<file path="src/rtl/rotor_angle_pkg.sv">
// register map, field positions, reset values and tables for the rotor angle feedback block
// assumes a 32-bit avalon-mm slave with byte addresses and one aligned word per register
package rotor_angle_pkg;

  // widths
  localparam int POS_W = 24;
  localparam int NPP_W = 8;
  localparam int ANG_W = 16;
  localparam int ADDR_W = 5;

  // register byte offsets
  localparam logic [ADDR_W-1:0] OFS_CTRL = 5'h00;
  localparam logic [ADDR_W-1:0] OFS_REV_LEN = 5'h04;
  localparam logic [ADDR_W-1:0] OFS_NPP = 5'h08;
  localparam logic [ADDR_W-1:0] OFS_OFFSET = 5'h0c;
  localparam logic [ADDR_W-1:0] OFS_STATUS = 5'h10;
  localparam logic [ADDR_W-1:0] OFS_POSITION = 5'h14;
  localparam logic [ADDR_W-1:0] OFS_ANGLE = 5'h18;

  // control register bits
  localparam int CTRL_DIR_INVERT = 0;
  localparam int CTRL_HALL_ARM = 1;
  localparam int CTRL_HALL_SOURCE = 2;
  localparam int CTRL_CLEAR_POS = 3;

  // status register bits
  localparam int STAT_HALL_LSB = 0;
  localparam int STAT_INIT_DONE = 4;
  localparam int STAT_HALL_BAD = 5;
  localparam int STAT_SECTOR_LSB = 8;

  // reset values
  localparam logic [POS_W-1:0] REV_LEN_RESET = 24'h001000;
  localparam logic [NPP_W-1:0] NPP_RESET = 8'h01;
  localparam logic [ANG_W-1:0] OFFSET_RESET = 16'h0000;

  // one sixty degree step of a full electrical turn of 2^16
  localparam logic [ANG_W-1:0] ANGLE_60 = 16'h2aab;
  localparam logic [4:0] DIV_STEPS = 5'h10;

  // hall code to sector; code 0 and 7 are invalid and report sector 7
  function automatic logic [2:0] hall_sector(input logic [2:0] code);
    case (code)
      3'h1: hall_sector = 3'h0;
      3'h3: hall_sector = 3'h1;
      3'h2: hall_sector = 3'h2;
      3'h6: hall_sector = 3'h3;
      3'h4: hall_sector = 3'h4;
      3'h5: hall_sector = 3'h5;
      default: hall_sector = 3'h7;
    endcase
  endfunction : hall_sector

endpackage : rotor_angle_pkg

</file>
<file path="src/rtl/rotor_angle_feedback_init.sv">
// rotor angle feedback: quadrature encoder and digital hall sensors to electrical angle
// assumes enc_a, enc_b and hall pins are asynchronous; registers on avalon-mm with waitrequest
//
// Functional notes
// programmable encoder count direction
// software sets direction matching field rotation
// hall states give sixty degree absolute sectors
// hall init loads encoder at first hall edge
// electrical angle scaled by pole pair count
// resolution counted in quadrature positions per revolution
// software forces alignment current before referencing
// offset adjusted live during minimum movement init
// angle from position sensors only
// preset absolute encoder needs no init
// hall coarse start, encoder fine afterwards
// offset added, wrapped modulo one electrical turn
//
// Decided for this implementation: the Avalon-MM interface to the registers and the register offsets.
`timescale 1ns/1ps
`default_nettype none

module rotor_angle_feedback_init #(
  parameter int POS_W = rotor_angle_pkg::POS_W,
  parameter int NPP_W = rotor_angle_pkg::NPP_W,
  parameter int ANG_W = rotor_angle_pkg::ANG_W
) (
  input wire logic clk_sys,
  input wire logic rst_n,
  input wire logic [rotor_angle_pkg::ADDR_W-1:0] avs_address,
  input wire logic avs_read,
  input wire logic avs_write,
  input wire logic [31:0] avs_writedata,
  input wire logic [3:0] avs_byteenable,
  output logic [31:0] avs_readdata,
  output logic avs_waitrequest,
  input wire logic enc_a,
  input wire logic enc_b,
  input wire logic [2:0] hall_in,
  output logic [ANG_W-1:0] elec_angle
);

  typedef struct packed {
    logic [2:0] a_sync;
    logic [2:0] b_sync;
    logic [2:0][2:0] h_sync;
    logic dir_invert;
    logic hall_armed;
    logic hall_source;
    logic init_done;
    logic [1:0] warm;
    logic [POS_W-1:0] rev_len;
    logic [NPP_W-1:0] npp;
    logic [ANG_W-1:0] offset;
    logic [POS_W-1:0] mech_pos;
    logic [POS_W-1:0] elec_pos;
    logic [POS_W:0] div_rem;
    logic [ANG_W-1:0] div_quo;
    logic [4:0] div_cnt;
    logic [ANG_W-1:0] enc_angle;
    logic [ANG_W-1:0] angle;
    logic [31:0] rdata;
    logic waitreq;
  } state_t;

  state_t s_q;
  state_t s_d;

  // combinational helpers
  logic [1:0] ab_old;
  logic [1:0] ab_new;
  logic step_up;
  logic step_dn;
  logic [2:0] hall_now;
  logic [2:0] sector;
  logic [ANG_W-1:0] hall_angle;
  logic [POS_W+ANG_W-1:0] hall_prod;
  logic [POS_W:0] rem_sh;
  logic access;
  logic [31:0] wmask;

  // next-state logic for the whole block
  always_comb
  begin
    s_d = s_q;
    // three-stage synchronisers; stage 1 feeds stage 2 only
    s_d.a_sync = {s_q.a_sync[1:0], enc_a};
    s_d.b_sync = {s_q.b_sync[1:0], enc_b};
    s_d.h_sync = {s_q.h_sync[1:0], hall_in};

    // quadrature decode from stage 3 (old) to stage 2 (new), four counts per line
    ab_old = {s_q.a_sync[2], s_q.b_sync[2]};
    ab_new = {s_q.a_sync[1], s_q.b_sync[1]};
    step_up = 1'b0;
    step_dn = 1'b0;
    case ({ab_old, ab_new})
      4'b0001, 4'b0111, 4'b1110, 4'b1000: step_up = 1'b1;
      4'b0010, 4'b1011, 4'b1101, 4'b0100: step_dn = 1'b1;
      default: ;
    endcase
    if (s_q.dir_invert)
    begin
      {step_up, step_dn} = {step_dn, step_up};
    end
    // no decoding until all three stages hold real pin samples; avoids a false step after reset
    s_d.warm = s_q.warm + {1'b0, ~&s_q.warm};
    if (!(&s_q.warm))
    begin
      step_up = 1'b0;
      step_dn = 1'b0;
    end

    // mechanical position wraps within positions_per_revolution
    if (step_up)
    begin
      s_d.mech_pos = (s_q.mech_pos >= s_q.rev_len - 1'b1) ? '0 : s_q.mech_pos + 1'b1;
    end
    else if (step_dn)
    begin
      s_d.mech_pos = (s_q.mech_pos == '0) ? s_q.rev_len - 1'b1 : s_q.mech_pos - 1'b1;
    end

    // electrical position steps by pole pairs modulo positions_per_revolution
    if (step_up)
    begin
      s_d.elec_pos = (s_q.elec_pos + POS_W'(s_q.npp) >= s_q.rev_len) ?
                     s_q.elec_pos + POS_W'(s_q.npp) - s_q.rev_len : s_q.elec_pos + POS_W'(s_q.npp);
    end
    else if (step_dn)
    begin
      s_d.elec_pos = (s_q.elec_pos < POS_W'(s_q.npp)) ?
                     s_q.elec_pos + s_q.rev_len - POS_W'(s_q.npp) : s_q.elec_pos - POS_W'(s_q.npp);
    end

    // hall sector to absolute angle in sixty degree steps
    hall_now = s_q.h_sync[1];
    sector = rotor_angle_pkg::hall_sector(hall_now);
    hall_angle = ANG_W'(sector) * rotor_angle_pkg::ANGLE_60;
    hall_prod = hall_angle * s_q.rev_len;

    // first valid hall edge while armed loads the encoder reference
    if (s_q.hall_armed && (&s_q.warm) && (hall_now != s_q.h_sync[2]) && (sector != 3'h7))
    begin
      s_d.elec_pos = hall_prod[POS_W+ANG_W-1:ANG_W];
      s_d.hall_armed = 1'b0;
      s_d.init_done = 1'b1;
    end

    // serial divider: angle = elec_pos * 2^16 / positions_per_revolution
    rem_sh = {s_q.div_rem[POS_W-1:0], 1'b0};
    if (s_q.div_cnt == '0)
    begin
      s_d.enc_angle = s_q.div_quo;
      s_d.div_rem = {1'b0, s_q.elec_pos};
      s_d.div_cnt = rotor_angle_pkg::DIV_STEPS;
    end
    else
    begin
      if (rem_sh >= {1'b0, s_q.rev_len})
      begin
        s_d.div_rem = rem_sh - {1'b0, s_q.rev_len};
        s_d.div_quo = {s_q.div_quo[ANG_W-2:0], 1'b1};
      end
      else
      begin
        s_d.div_rem = rem_sh;
        s_d.div_quo = {s_q.div_quo[ANG_W-2:0], 1'b0};
      end
      s_d.div_cnt = s_q.div_cnt - 1'b1;
    end

    // output angle: sensor angle plus offset, wrapping at one electrical turn
    s_d.angle = (s_q.hall_source ? hall_angle : s_q.enc_angle) + s_q.offset;

    // avalon-mm slave: one wait cycle, then answer with waitrequest low
    access = (avs_read || avs_write) && s_q.waitreq;
    s_d.waitreq = !access;
    s_d.rdata = '0;
    for (int i = 0; i < 4; i++)
    begin
      wmask[i*8 +: 8] = {8{avs_byteenable[i]}};
    end
    // a write lands at the edge where the master sees waitrequest low
    if (avs_write && !s_q.waitreq)
    begin
      case (avs_address)
        rotor_angle_pkg::OFS_CTRL:
        begin
          if (avs_byteenable[0])
          begin
            s_d.dir_invert = avs_writedata[rotor_angle_pkg::CTRL_DIR_INVERT];
            s_d.hall_source = avs_writedata[rotor_angle_pkg::CTRL_HALL_SOURCE];
            if (avs_writedata[rotor_angle_pkg::CTRL_HALL_ARM])
            begin
              s_d.hall_armed = 1'b1;
              s_d.init_done = 1'b0;
            end
            if (avs_writedata[rotor_angle_pkg::CTRL_CLEAR_POS])
            begin
              s_d.mech_pos = '0;
              s_d.elec_pos = '0;
            end
          end
        end
        rotor_angle_pkg::OFS_REV_LEN:
          s_d.rev_len = (s_q.rev_len & ~wmask[POS_W-1:0]) | (avs_writedata[POS_W-1:0] & wmask[POS_W-1:0]);
        rotor_angle_pkg::OFS_NPP:
          s_d.npp = (s_q.npp & ~wmask[NPP_W-1:0]) | (avs_writedata[NPP_W-1:0] & wmask[NPP_W-1:0]);
        rotor_angle_pkg::OFS_OFFSET:
          s_d.offset = (s_q.offset & ~wmask[ANG_W-1:0]) | (avs_writedata[ANG_W-1:0] & wmask[ANG_W-1:0]);
        default: ;
      endcase
    end
    else if (access && avs_read)
    begin
      case (avs_address)
        rotor_angle_pkg::OFS_CTRL:
        begin
          s_d.rdata[rotor_angle_pkg::CTRL_DIR_INVERT] = s_q.dir_invert;
          s_d.rdata[rotor_angle_pkg::CTRL_HALL_ARM] = s_q.hall_armed;
          s_d.rdata[rotor_angle_pkg::CTRL_HALL_SOURCE] = s_q.hall_source;
        end
        rotor_angle_pkg::OFS_REV_LEN: s_d.rdata[POS_W-1:0] = s_q.rev_len;
        rotor_angle_pkg::OFS_NPP: s_d.rdata[NPP_W-1:0] = s_q.npp;
        rotor_angle_pkg::OFS_OFFSET: s_d.rdata[ANG_W-1:0] = s_q.offset;
        rotor_angle_pkg::OFS_STATUS:
        begin
          s_d.rdata[rotor_angle_pkg::STAT_HALL_LSB +: 3] = hall_now;
          s_d.rdata[rotor_angle_pkg::STAT_INIT_DONE] = s_q.init_done;
          s_d.rdata[rotor_angle_pkg::STAT_HALL_BAD] = (sector == 3'h7);
          s_d.rdata[rotor_angle_pkg::STAT_SECTOR_LSB +: 3] = sector;
        end
        rotor_angle_pkg::OFS_POSITION: s_d.rdata[POS_W-1:0] = s_q.mech_pos;
        rotor_angle_pkg::OFS_ANGLE: s_d.rdata[ANG_W-1:0] = s_q.angle;
        default: ;
      endcase
    end
  end

  // single state register
  always_ff @(posedge clk_sys or negedge rst_n)
  begin
    if (!rst_n)
    begin
      s_q <= '0;
      s_q.rev_len <= rotor_angle_pkg::REV_LEN_RESET;
      s_q.npp <= rotor_angle_pkg::NPP_RESET;
      s_q.offset <= rotor_angle_pkg::OFFSET_RESET;
      s_q.waitreq <= 1'b1;
    end
    else
    begin
      s_q <= s_d;
    end
  end

  assign avs_readdata = s_q.rdata;
  assign avs_waitrequest = s_q.waitreq;
  assign elec_angle = s_q.angle;

endmodule : rotor_angle_feedback_init

`default_nettype wire

</file>
<file path="config.mk">
export PLATFORM = sky130hd
export DESIGN_NAME = rotor_angle_feedback_init
export DESIGN_NICKNAME = d
export VERILOG_FILES = /design/src/rtl/rotor_angle_pkg.sv /design/src/rtl/rotor_angle_feedback_init.sv
export SDC_FILE = /design/constraint.sdc
export NUM_CORES = 2
export LEC_CHECK = 0
export ABC_CLOCK_PERIOD_IN_PS = 28200
export BUFFER_PORTS_ARGS = -buffer_cell sky130_fd_sc_hd__buf_2
export CAP_MARGIN = 20
export CORE_MARGIN = 2
export CORE_UTILIZATION = 40
export DETAILED_ROUTE_END_ITERATION = 10
export PLACE_DENSITY_LB_ADDON = 0.3
export SKIP_CTS_REPAIR_TIMING = 1
export SKIP_LAST_GASP = 1
export SLEW_MARGIN = 15
export SYNTH_ARGS = -nofsm -noshare
export SYNTH_HDL_FRONTEND = slang
export SYNTH_SLANG_ARGS = --single-unit
export TNS_END_PERCENT = 5
</file>
<file path="constraint.sdc">
create_clock -name clk_sys -period 28.2 [get_ports clk_sys]
set_clock_uncertainty 0.1 [all_clocks]
set_input_delay 0 -clock clk_sys [delete_from_list [all_inputs] [get_ports clk_sys]]
set_output_delay 0 -clock clk_sys [all_outputs]
set_load 0.05 [all_outputs]
</file>
After elaboration in Yosys (flattened, before gate mapping). Index checks and enable logic that the tools add are counted.

Latch bits: 0. Memories kept: 0. RAM bits: 0. Bits in registers: 219. Input port bits: 50. Logic and storage cells: 135. Output and inout bits: 49. Memory bits (read-only): 0.

Multiply operators: 2. Shift operators: 0. Muxes and demuxes: 40. Reduce and logical (&&, ||, !) cells: 20. Add/subtract/negate cells: 12. $lt $le $gt $ge: 4. Bitwise operators: 12. Eq/ne operators: 23. Div/mod/pow operators: 0.

Operators by type and width (number): two-way mux 24 bit (12); two-way mux 48 bit (4); AND 24 bit (2); >= comparator 24 bit (2); subtractor 24 x 1 -> 24 bit (second input constant) (2); subtractor 24 bit (2); subtractor 24 x 8 -> 24 bit (2); multiplier 16 x 24 -> 40 bit (1); two-way mux 40 bit (1); AND 16 bit (2); >= comparator 25 x 24 -> 1 bit (1); adder 24 x 1 -> 24 bit (second input constant) (1); adder 24 bit (1); adder 24 x 8 -> 24 bit (1); zero test 24 bit (1); < comparator 24 x 8 -> 1 bit (1); NOT 24 bit (1); OR 24 bit (1); one-hot mux 3 bit (7 select lines) (1); one-hot mux 5 bit (4 select lines) (1); one-hot mux 3 bit (6 select lines) (1); adder 16 bit (1); AND 8 bit (2); equality test 4 bit (second input constant) (4); other kinds (34) (65).

Longest topological paths before layout.
Depth after elaboration: 12. Gate-level depth with buffers: 40.

Worst setup path after synthesis. No wires, ideal clock.

Path kind: register -> register. Start point: register s_q (netlist bit hall_now[1]). End point: register s_q[129] in the netlist's numbering. Arrival: 9.033 ns. Clock period less this slack: 9.259 ns. Cell stages (with the launch flop): 40. Buffers on the path: 6. Slack: 18.941 ns. Cell sequence: dfrtp_1 > inv_1 > ha_1 > o21ai_0 > clkbuf_1 > and2_1 > clkbuf_1 > clkbuf_1 > ha_1 > ha_1 > a21o_1 > o21ai_0 > nand2_1 > o21ai_0 > clkbuf_1 > clkbuf_1 > nand2_1 > fa_1 > (+4 left out) > inv_1 > fa_1 > inv_1 > fa_1 > inv_1 > fa_1 > ha_1 > a21oi_1 > nand2_1 > nor4b_1 > nand4b_1 > a32oi_2 > o21ai_1 > and2_1 > clkbuf_1 > a31oi_1 > xnor2_1 > a221o_1.

RTL lines: from (decl) (RTL line rotor_angle_feedback_init.sv:65) `state_t s_q;`.

==> Implementation_results.wiki <==
{| class="wikitable"
! Metric !! Value
|-
| Via count of the first global-routing pass || 23400
|-
| FF+latch count, synth || 219
|-
| Final setup violation count || 0
|-
| Synth Cell Area || around 29000 sq um
|-
| Cell Count Post-Placement || 4242
|-
| Power density over the cells || 88.6 nW/um^2
|-
| Diode count || 0
|-
| Clock tree from TritonCTS || done
|-
| Share of synthesized area occupied by flip-flops and latches || 0.189
|-
| Top-level I/O count || 99
|-
| Highest Clock Rate || 0.0872 GHz
|-
| Post-Synthesis Cells || 3346
|-
| Max VDD drop || 0.0000451 V
|-
| Worst Max-Slew Pin Slew || about 1.1 ns
|-
| Detailed placer's ending HPWL || between 60 and 70 mm
|-
| Post-route insts no fill || 4340
|-
| Total routing usage reported by global routing || 0.228
|-
| Stage delay of the slowest cell on the critical path || roughly 0.73 ns
|-
| Worst hold-check path type || input pin to flip-flop
|-
| Standby leakage power || 15.6 nW
|-
| Power after layout || 2.79 mW
|-
| Die width || 273 um
|-
| Sink Count || 219
|-
| Router iterations before antenna repair || 7
|-
| Area of the core || between 70000 and 80000 sq um
|-
| Count of input and output buffers || 81
|-
| Cell at the root of the clock tree || sky130_fd_sc_hd__clkbuf_16
|-
| Height of the die || about 270 um
|-
| Global placer's final weighted congestion || 0.917
|-
| Filler Cell Count || 7083
|-
| Wire length per cell || 19.6 um
|-
| Worst slew margin || 0.279
|-
| DRC marker count from the first detailed-route iteration || 1877
|-
| Total number of placement rows || 98
|-
| Data arrival time of the worst path || 11.80 ns
|-
| Type of the worst setup path || flip-flop to flip-flop
|-
| Post-synthesis area per instance || 8.65 sq um
|-
| Antenna violations before repair || 1
|-
| Number of library cell types mapped by synthesis || 83
|-
| # nets final || 4001
|-
| Count of flip-flops with a built-in enable after synthesis || 0
|-
| Cell repeated most along the worst path || sky130_fd_sc_hd__fa_1
|-
| Number of max-slew violations in the final report || 0
|-
| Clock insertion delay at the later pin of the skew report || 0.59 ns
|-
| Global route overflow || 0
|-
| Clk pin slew, worst setup/hold paths || 0.07 ns
|-
| ANT nets after route || 0
|-
| Cell area after placement || ~30000 sq um
|-
| Crit share post-route || 0.407
|-
| Routed via count || roughly 24000
|-
| Remaining routing DRC violations || 0
|-
| Global-route wire length before repair || roughly 130 mm
|-
| DIE AREA || between 70000 and 80000 sq um
|-
| Setup repair after global routing missed its margin || false
|-
| Post-Route Setup TNS || 0 ns
|-
| Final number of hold-violating endpoints || 0
|-
| Result of the run || complete, no violations
|-
| Main flop type after synthesis || sky130_fd_sc_hd__dfrtp_1
|-
| Cell family with most CP delay || adder cells
|-
| Yosys warning count || 0
|-
| Total detailed-routing wirelength || 85.0 mm
|-
| Critical path launch point type || flip-flop
|-
| Count of buffer and inverter cells on the critical path || 5
|-
| H-tree Lvls || 1
|-
| Period minus WS final || between 10 and 15 ns
|-
| Clock buffer count from CTS || 27
|-
| Data required time at the worst endpoint || 28.53 ns
|-
| Share of async-settable or async-resettable flops after synthesis || 1.00
|-
| Pin count of the biggest net entering global routing || 88
|-
| Largest buffer count on any clock path || 3
|-
| Per-cell via count in the routed design || 5.44
|-
| Number of max-cap violations || 0
|-
| Slowest cell on crit path || sky130_fd_sc_hd__and2_1
|-
| Synthesis-to-finish area growth || 8.73%
|-
| Starting density of the core || 0.404
|-
| Category of the worst setup path capture point || flip-flop
|-
| Highest net fanout along the worst path || 64
|-
| Design Area, Final || roughly 31000 sq um
|-
| Ratio of cells with drive above 1 in the final layout || 0.0782
|}
## power breakdown
part	switching (mW)	leakage (nW)	total, mW	internal [mW]
combinational	1.14	12.5	1.91	0.771
sequential	0.118	2.64	0.516	0.399
clock	0.155	0.443	0.360	0.205
total	1.41	15.6	2.79	1.37
## cell usage in the layout (no fill, tap or decap), types with 32 or more instances in the layout
| cell | count |
|---|---|
| sky130_fd_sc_hd__a21o_1 | 62 |
| sky130_fd_sc_hd__a21oi_1 | 145 |
| sky130_fd_sc_hd__a22oi_1 | 54 |
| sky130_fd_sc_hd__and2_1 | 42 |
| sky130_fd_sc_hd__buf_2 | 80 |
| sky130_fd_sc_hd__buf_4 | 49 |
| sky130_fd_sc_hd__dfrtp_1 | 216 |
| sky130_fd_sc_hd__dlygate4sd3_1 | 48 |
| sky130_fd_sc_hd__fa_1 | 318 |
| sky130_fd_sc_hd__ha_1 | 264 |
| sky130_fd_sc_hd__inv_1 | 567 |
| sky130_fd_sc_hd__mux2_2 | 54 |
| sky130_fd_sc_hd__nand2_1 | 387 |
| sky130_fd_sc_hd__nand3_1 | 64 |
| sky130_fd_sc_hd__nor2_1 | 169 |
| sky130_fd_sc_hd__nor3_1 | 51 |
| sky130_fd_sc_hd__o21ai_0 | 122 |
| sky130_fd_sc_hd__o22ai_1 | 32 |
| sky130_fd_sc_hd__xnor2_1 | 119 |
| sky130_fd_sc_hd__xor2_1 | 53 |
## final cells by class
type | instances | area, sq um | area share
sequential | 219 | 5480 | 0.174
timing repair buffer | 178 | 1260 | 0.0402
tap | 950 | 1190 | 0.0378
clock inverter | 13 | 128 | 0.00406
clock buffer | 37 | 783 | 0.0249
multi-input combinational | 2375 | 20500 | 0.651
inverter | 568 | 2130 | 0.0677
## stage by stage
step,setup WS [ns],utilization,hold WS (ns)
final,16.73,0.439,0.0367
after global routing,16.12,0.439,0.0347
after CTS,16.71,0.433,-0.660
after detailed placement,16.77,0.420,-0.0517
after global placement,16.85,0.420,-0.0538
after floorplan,18.94,-,-0.396
## metal layers
metal,global-route usage,wire length [um]
met3,0.0291,4960
met4,0.0591,2230
met5,0,0
met1,0.314,37500
met2,0.378,40300
## cell families (layout without fill, tap and decap cells)
group           after synthesis  after routing  synth area share
compound gates              644            644             0.147
simple gates                887            887             0.142
flops                       219            219             0.189
fa+ha+maj                   582            582             0.334
other cells                   1              8          0.000130
buf+inv                     759            796             0.105
xor+xnor                    173            173            0.0524
mux                          81             81            0.0303
## worst paths after layout
kind / from / endpoint / slack (ns) / cells after the start
max: hall_now[0] / s_q[133] / 16.73 / 32
min reg2reg: s_d[218] / hall_now[2] / 0.23 / 0
max in group asynchronous: rst_n / rem_sh[17] / 26.09 / 4
min: avs_byteenable[1] / flip-flop / 0.04 / 3
max reg2reg: hall_now[0] / s_q[133] / 16.73 / 32
min in group asynchronous: rst_n / hall_now[0] / 0.48 / 3
## worst min-delay path: cells and delay by family
family	cells	cell delay, ns
buffers and inverters	1	0.10
multiplexers	1	0.28
AND/OR/NAND/NOR	1	0.28
## cells in the mapped netlist (all sizes together) (6+ instances only)
cell	count	area [sq um]
a31oi	26	163
nand2	387	1450
clkbuf	124	465
o31ai	7	52.6
inv	567	2130
nor2	170	638
or2	7	46.3
o21a	26	195
nor3	55	285
o21ai	129	649
nor4	10	92.6
ha	264	3300
xnor2	119	1040
mux2i	27	270
mux2	54	608
or3	19	119
nand2b	27	169
and3	29	181
xor2	54	473
o32ai	6	52.6
a21o	62	465
o221ai	12	105
a2111oi	7	61.3
o21bai	19	146
a32oi	8	77.6
o311ai	6	52.6
o211ai	17	128
a22oi	54	405
a21oi	146	734
o22ai	33	206
nand4	27	169
nor2b	24	150
nand3	64	320
fa	318	6370
and2	42	263
dfrtp	216	5410
a222oi	6	60.1
a211oi	28	210
buf	67	453
(Power assumes the default switching activity.)
